===== src/design/ghbp_pkg.sv =====
// Purpose: Shared constants and carriers for the generic host bus port controller
// Assumes: 100 MHz controller clock, 17-bit device address, 16-bit device data
// Notes: Controller drives the device pins; device registers are not modelled here
package ghbp_pkg;
    localparam int ADDR_W = 17;
    localparam int DATA_W = 16;
    localparam int CLK_PERIOD_NS = 10;
    // Host port clock is the controller clock divided by 2*HALF_DIV
    localparam int PORT_CLK_HALF_DIV = 2;
    // Longest wait for device wait release, in port clock periods
    localparam int WAIT_LIMIT = 1024;
    localparam logic [1:0] LANE_NONE = 2'h0;
    localparam logic [1:0] LANE_LOW = 2'h1;
    localparam logic [1:0] LANE_HIGH = 2'h2;
    localparam logic BYTE_ORDER_BIG = 1'b1;
    localparam logic BUS_STATUS_GENERIC = 1'b0;

    typedef struct packed {
        logic write;
        logic [1:0] lanes;
        logic [ADDR_W-1:0] addr;
        logic [DATA_W-1:0] wdata;
    } ghbp_req_s;

    typedef struct packed {
        logic [DATA_W-1:0] rdata;
        logic timeout;
    } ghbp_rsp_s;

    typedef struct packed {
        logic chipSelect_n;
        logic lowByteReadStrobe_n;
        logic highByteReadStrobe_n;
        logic lowByteWriteStrobe_n;
        logic highByteWriteStrobe_n;
    } ghbp_strobe_s;

    typedef enum logic [2:0] {
        ST_IDLE,
        ST_SETUP,
        ST_STROBE,
        ST_WAIT,
        ST_ACK,
        ST_RELEASE
    } ghbp_state_e;
endpackage : ghbp_pkg


===== src/design/ghbp_host_ctrl.sv =====
// Purpose: Host-side controller driving a 16-bit generic host bus port of a display controller
// Assumes: Single user request at a time; device wait pin comes from another domain
// Notes: Models processor, chip-select decode and acknowledge glue as one block
`default_nettype none
module ghbp_host_ctrl (
    // Clock and reset
    input wire logic clock,
    input wire logic rst_n,
    // User request and answer
    input wire logic reqValid,
    output logic reqReady,
    input wire ghbp_pkg::ghbp_req_s req,
    output logic rspValid,
    output ghbp_pkg::ghbp_rsp_s rsp,
    // Device pins
    output logic hostPortClock,
    output logic deviceReset_n,
    output logic [ghbp_pkg::ADDR_W-1:0] deviceAddr,
    input wire logic [ghbp_pkg::DATA_W-1:0] deviceDataIn,
    output logic [ghbp_pkg::DATA_W-1:0] deviceDataOut,
    output logic deviceDataOe,
    output ghbp_pkg::ghbp_strobe_s strobes,
    input wire logic deviceWait_n,
    output logic byteOrderStrap,
    output logic busStatusStrap_n,
    // Glue acknowledge towards processor
    output logic transferAck_n,
    output logic transferAckOe
);
    localparam int DIV_W = 8;
    localparam int WCNT_W = 11;

    // Device pins run on the divided port clock; strobes and reset change at its falling edge, address, data and acknowledge do not
    logic [DIV_W-1:0] divCnt_q, divCnt_d;
    logic portClk_q, portClk_d;
    logic fallEdge;
    logic riseEdge;
    logic [1:0] rstCnt_q, rstCnt_d;

    always_comb begin
        divCnt_d = divCnt_q + 8'h01;
        portClk_d = portClk_q;
        rstCnt_d = rstCnt_q;
        if (divCnt_q == DIV_W'(ghbp_pkg::PORT_CLK_HALF_DIV - 1)) begin
            divCnt_d = 8'h00;
            portClk_d = ~portClk_q;
        end
        if (fallEdge && rstCnt_q != 2'h3) begin
            rstCnt_d = rstCnt_q + 2'h1;
        end
    end

    always_ff @(posedge clock or negedge rst_n) begin
        if (!rst_n) begin
            divCnt_q <= 8'h00;
            portClk_q <= 1'b0;
            rstCnt_q <= 2'h0;
        end else begin
            divCnt_q <= divCnt_d;
            portClk_q <= portClk_d;
            rstCnt_q <= rstCnt_d;
        end
    end

    assign fallEdge = portClk_q && divCnt_q == DIV_W'(ghbp_pkg::PORT_CLK_HALF_DIV - 1);
    assign riseEdge = !portClk_q && divCnt_q == DIV_W'(ghbp_pkg::PORT_CLK_HALF_DIV - 1);
    assign hostPortClock = portClk_q;
    // Straps are steady from reset, so the device samples them on its reset release
    assign deviceReset_n = rstCnt_q == 2'h3;
    assign byteOrderStrap = ghbp_pkg::BYTE_ORDER_BIG;
    assign busStatusStrap_n = ghbp_pkg::BUS_STATUS_GENERIC;

    // Wait pin synchroniser
    logic waitMeta_q, waitSync_q;
    always_ff @(posedge clock or negedge rst_n) begin
        if (!rst_n) begin
            waitMeta_q <= 1'b1;
            waitSync_q <= 1'b1;
        end else begin
            waitMeta_q <= deviceWait_n;
            waitSync_q <= waitMeta_q;
        end
    end

    ghbp_pkg::ghbp_state_e state_q, state_d;
    ghbp_pkg::ghbp_req_s cur_q, cur_d;
    ghbp_pkg::ghbp_strobe_s strobe_q, strobe_d;
    logic [ghbp_pkg::DATA_W-1:0] rdata_q, rdata_d;
    logic timeout_q, timeout_d;
    logic rspValid_q, rspValid_d;
    logic ack_q, ack_d;
    logic [WCNT_W-1:0] waitCnt_q, waitCnt_d;

    function automatic ghbp_pkg::ghbp_strobe_s lane_strobes(input logic wr, input logic [1:0] ln);
        ghbp_pkg::ghbp_strobe_s s;
        s.chipSelect_n = 1'b0;
        s.lowByteWriteStrobe_n = !(wr && ln[0]);
        s.highByteWriteStrobe_n = !(wr && ln[1]);
        s.lowByteReadStrobe_n = !(!wr && ln[0]);
        s.highByteReadStrobe_n = !(!wr && ln[1]);
        return s;
    endfunction

    localparam ghbp_pkg::ghbp_strobe_s STROBE_IDLE = 5'h1f;

    always_comb begin
        state_d = state_q;
        cur_d = cur_q;
        strobe_d = strobe_q;
        rdata_d = rdata_q;
        timeout_d = timeout_q;
        rspValid_d = 1'b0;
        ack_d = 1'b0;
        waitCnt_d = waitCnt_q;
        unique case (state_q)
            ghbp_pkg::ST_IDLE: begin
                // A request is refused while the device is still held in reset
                if (reqValid && deviceReset_n) begin
                    cur_d = req;
                    state_d = ghbp_pkg::ST_SETUP;
                end
            end
            ghbp_pkg::ST_SETUP: begin
                // Address settles before strobes, which wait for the next port clock falling edge
                if (fallEdge) begin
                    strobe_d = lane_strobes(cur_q.write, cur_q.lanes);
                    waitCnt_d = '0;
                    state_d = ghbp_pkg::ST_STROBE;
                end
            end
            ghbp_pkg::ST_STROBE: begin
                // Give the device one port clock to pull wait low
                if (fallEdge) begin
                    state_d = ghbp_pkg::ST_WAIT;
                end
            end
            ghbp_pkg::ST_WAIT: begin
                if (riseEdge) begin
                    if (waitSync_q) begin
                        rdata_d = deviceDataIn;
                        timeout_d = 1'b0;
                        state_d = ghbp_pkg::ST_ACK;
                    end else if (waitCnt_q == WCNT_W'(ghbp_pkg::WAIT_LIMIT)) begin
                        // Escape hatch: a stuck device must not hang the user side
                        timeout_d = 1'b1;
                        state_d = ghbp_pkg::ST_ACK;
                    end else begin
                        waitCnt_d = waitCnt_q + 11'h001;
                    end
                end
            end
            ghbp_pkg::ST_ACK: begin
                // Acknowledge stands until the port clock falls, then the cycle closes
                // A timed-out cycle never saw wait released, so it ends with no acknowledge
                ack_d = !timeout_q;
                if (fallEdge) begin
                    strobe_d = STROBE_IDLE;
                    rspValid_d = 1'b1;
                    state_d = ghbp_pkg::ST_RELEASE;
                end
            end
            ghbp_pkg::ST_RELEASE: begin
                // Idle port clock lets acknowledge and wait release before the next cycle
                if (fallEdge) begin
                    state_d = ghbp_pkg::ST_IDLE;
                end
            end
        endcase
    end

    always_ff @(posedge clock or negedge rst_n) begin
        if (!rst_n) begin
            state_q <= ghbp_pkg::ST_IDLE;
            cur_q <= '0;
            strobe_q <= 5'h1f;
            rdata_q <= 16'h0000;
            timeout_q <= 1'b0;
            rspValid_q <= 1'b0;
            ack_q <= 1'b0;
            waitCnt_q <= 11'h000;
        end else begin
            state_q <= state_d;
            cur_q <= cur_d;
            strobe_q <= strobe_d;
            rdata_q <= rdata_d;
            timeout_q <= timeout_d;
            rspValid_q <= rspValid_d;
            ack_q <= ack_d;
            waitCnt_q <= waitCnt_d;
        end
    end

    assign reqReady = state_q == ghbp_pkg::ST_IDLE && deviceReset_n;
    assign rspValid = rspValid_q;
    assign rsp.rdata = rdata_q;
    assign rsp.timeout = timeout_q;
    assign strobes = strobe_q;
    assign deviceAddr = cur_q.addr;
    assign deviceDataOut = cur_q.wdata;
    assign deviceDataOe = cur_q.write && !strobe_q.chipSelect_n;
    assign transferAck_n = !ack_q;
    assign transferAckOe = !strobe_q.chipSelect_n;
endmodule // ghbp_host_ctrl
`default_nettype wire


===== config.mk =====
export PLATFORM = sky130hd
export DESIGN_NAME = ghbp_host_ctrl
export DESIGN_NICKNAME = d
export VERILOG_FILES = /design/src/design/ghbp_pkg.sv /design/src/design/ghbp_host_ctrl.sv
export SDC_FILE = /design/constraint.sdc
export NUM_CORES = 1
export LEC_CHECK = 0
export BUFFER_PORTS_ARGS = -buffer_cell sky130_fd_sc_hd__buf_2
export CORE_ASPECT_RATIO = 1.4
export CORE_UTILIZATION = 30
export DETAILED_ROUTE_END_ITERATION = 10
export GPL_ROUTABILITY_DRIVEN = 0
export SLEW_MARGIN = 5
export SYNTH_ARGS = -nofsm -noshare
export SYNTH_HDL_FRONTEND = slang
export SYNTH_SLANG_ARGS = --single-unit

===== constraint.sdc =====
create_clock -name clock -period 2.3 [get_ports clock]
set_clock_uncertainty 0.2 [all_clocks]
set_input_delay 0.115 -clock clock [delete_from_list [all_inputs] [get_ports clock]]
set_output_delay 0.115 -clock clock [all_outputs]
set_load 0.02 [all_outputs]

==> implementation parameters <==
Parameter                              Value

Worst setup path
  Worst-path maximum fanout ... 5
  Kind of start point of the critical path ... flip-flop
  Required time of the worst setup path ... 2.36 ns
  Worst endpoint data arrival time ... 2.21 ns
  Capturing element type of the critical path ... flip-flop
  WS Path Type ... flip-flop to flip-flop

Synthesis
  Ys Warns ... 0
  EDFF count, synth ... 0
  Post-synthesis instance area ... 4106 um^2
  Per-instance average area after synthesis ... 12.71 um^2
  Post-synthesis sequential element count ... 87
  FFs w/ async S/R, synth ... 1.000
  Gate count of the mapped netlist ... 323
  Post-synthesis net count ... 384
  Commonest register cell after synthesis ... dfrtp_1
  Number of distinct library cells after synthesis ... 59
  Sequential area share after synthesis ... 0.5323

CTS
  Source-to-sink clock delay at the later pin of the worst-skew pair ... 0.34 ns
  Number of setup buffers added after CTS ... 0
  Clock input transition at the sequential cells of the worst setup and hold paths ... 0.07 ns
  Sinks on the clock net ... 87
  Number of buffers created by CTS ... 9
  Bufs on Longest Clock Path ... 2
  CTS Root Cell ... clkbuf_16
  Htree depth ... 3
  TritonCTS clock tree ... built

Timing
  Max-slew violations ... 0
  Final setup violating endpoints ... 0
  Setup repair after global routing missed its margin ... false
  Min Clock Period, post-route ... 2.146 ns
  Fmax ... 465.9 MHz
  Ratio of final minimum period to clock period ... 0.9331
  Min Hold Slack ... 0.07271 ns
  Final total negative setup slack ... 0 ns
  Total count of hold-check failures in the final report ... 0

Drt
  First-iteration detailed-routing DRC count ... 143
  Number of optimization iterations in the first detailed-route pass ... 4
  Total Routed Length ... 8.805 mm
  Routed length per placed instance ... 13.32 um
  DRC violation count after routing ... 0
  Post-detailed-route count of antenna-violating nets ... 0
  Via count of the routed design ... 3035
  Per-cell via count in the routed design ... 4.592

Die
  Starting Density ... 0.3067
  CORE AREA ... 13390 um^2
  Die outline width ... 100.9 um
  Die span in y ... 140.4 um
  I/O Pins ... 120
  FP Rows ... 50
  Overall die area ... 14170 um^2

GRT
  Number of antenna violations at the first check in global routing ... 0
  Global-route wire length before repair ... 14.40 mm
  Largest net degree at the start of global routing ... 38
  GRT Resource Usage Total ... 0.1287
  Sum of overflow across all layers after global routing ... 0
  Number of global-route vias before repair ... 3111

Final layout
  Diodes inserted ... 0
  Layout overhead on the synthesized area ... 35.16%
  Fraction of final layout cells with drive strength greater than 1 ... 0.4593
  Fin nets ... 535

Placement
  HPWL after detailed placement ... 5.882 mm
  Quantity of I/O buffers inserted on ports ... 117

Pwr
  Pwr Density ... 1148 nW/um^2
  Static power due to leakage ... 2.529 nW
  Maximum ir drop on the vdd rail ... 447.1 uV

Run status
  Outcome ... finished, final reports clean

Run
  Max-cap viol count ... 0

Min path
  Class of the tightest hold or removal check ... primary input to async pin
synthesized netlist by cell type, drive strengths merged, types with 6 or more instances:
| master | instances | area share |
|---|---|---|
| buf | 42 | 0.075 |
| dfstp | 7 | 0.045 |
| nor2 | 11 | 0.010 |
| nand2 | 7 | 0.0064 |
| nand3 | 11 | 0.015 |
| inv | 10 | 0.0091 |
| dfrtp | 80 | 0.49 |
| o22a | 6 | 0.013 |
| mux2 | 57 | 0.16 |
| xnor2 | 7 | 0.015 |
| o21ai | 8 | 0.0097 |
state kept, by name, indices dropped and copies added (netlist names):
name,cells
rdata_q,16
waitMeta_q,1
deviceDataOut,16
hostPortClock,1
waitCnt_q,11
timeout_q,1
deviceAddr,17
ack_q,1
waitSync_q,1
divCnt_q,8
strobes,5
cur_q,3
rstCnt_q,2
state_q,3
rspValid,1
cell usage in the layout (no fill, tap or decap), types with 3 or more instances in the layout:
cell,n
o22a_1,6
ha_1,5
o21ai_0,7
nor2_1,11
xor2_1,3
nor2b_1,3
buf_2,116
dfstp_2,7
and3_1,5
dlygate4sd3_1,54
xnor2_1,7
mux2_4,9
and4_1,3
nor3b_1,3
mux2_2,46
dfrtp_1,80
nand3_1,10
nor3_1,5
clkbuf_16,9
nand4_1,4
nand2_1,7
clkinvlp_4,4
inv_1,10
buf_4,15
critical path, cell delays in order, from the launching register on:
cell and delay, ns:
dfrtp_1 0.41, inv_1 0.07, ha_1 0.12, nor3b_2 0.30
nand3_2 0.15, or3_1 0.48, mux2_1 0.34
final cells by class:
type	count	area (um^2)
Clock inverter	4	30.03
Fill cell	1262	7838
Inverter	10	37.54
Clock buffer	12	256.5
Tap cell	182	227.7
Sequential cell	87	2186
Multi-Input combinational cell	180	1559
Timing Repair Buffer	186	1254
cells by family after synthesis:
logic type               share of synthesized area
flip-flops                                  0.5323
AND/OR/NAND/NOR                             0.1118
other                                     0.001829
adder cells (fa/ha/maj)                    0.01523
multiplexers                                0.1694
XOR/XNOR                                   0.02133
AO/OA/AOI/OAI                              0.05972
buffers and inverters                      0.08836
what timing repair did:
item	CTS	global route
endpoints found under the hold margin	114	0
hold buffers	54	0
gates resized for setup	0	0
worst paths after layout:
kind                             start             end  slack [ns]  cells after the start
min in group clock          waitMeta_q      waitSync_q        0.16                      0
min reg2reg                 waitMeta_q      waitSync_q        0.16                      0
max in group asynchronous        rst_n     rdata_q[11]        1.15                      3
max                        divCnt_q[1]      strobes[1]        0.15                      6
min                              rst_n  deviceAddr[16]        0.07                      2
max reg2reg                divCnt_q[1]      strobes[1]        0.15                      6
through the flow:
stage | power [mW] | instances | utilization | area, um^2 | worst slack, ns
after global routing | 6.758 | 661 | 0.4146 | 5550 | 0.002147
after floorplan | 4.489 | 323 | - | 4106 | 0.2228
after detailed placement | 4.944 | 591 | 0.3528 | 4723 | 0.1559
final | 6.369 | 661 | 0.4146 | 5550 | 0.1538
after global placement | 4.871 | 591 | 0.3528 | 4723 | 0.2108
after CTS | 6.446 | 661 | 0.4146 | 5550 | 0.1339
per-layer routing:
| layer | wire, um | vias to the layer above | track usage |
|---|---|---|---|
| met5 | 0 | - | 0 |
| li1 | - | 1416 | - |
| met1 | 3687 | 1483 | 0.1437 |
| met2 | 4441 | 116 | 0.2253 |
| met3 | 471 | 20 | 0.03443 |
| met4 | 205 | 0 | 0.05950 |
report_power, final:
group	internal [mW]	total [mW]	switching, mW
clock	0.791	1.38	0.592
combinational	1.18	2.57	1.39
sequential	2.10	2.42	0.317
total	4.07	6.37	2.30
Power figures use the tool's default switching activity.
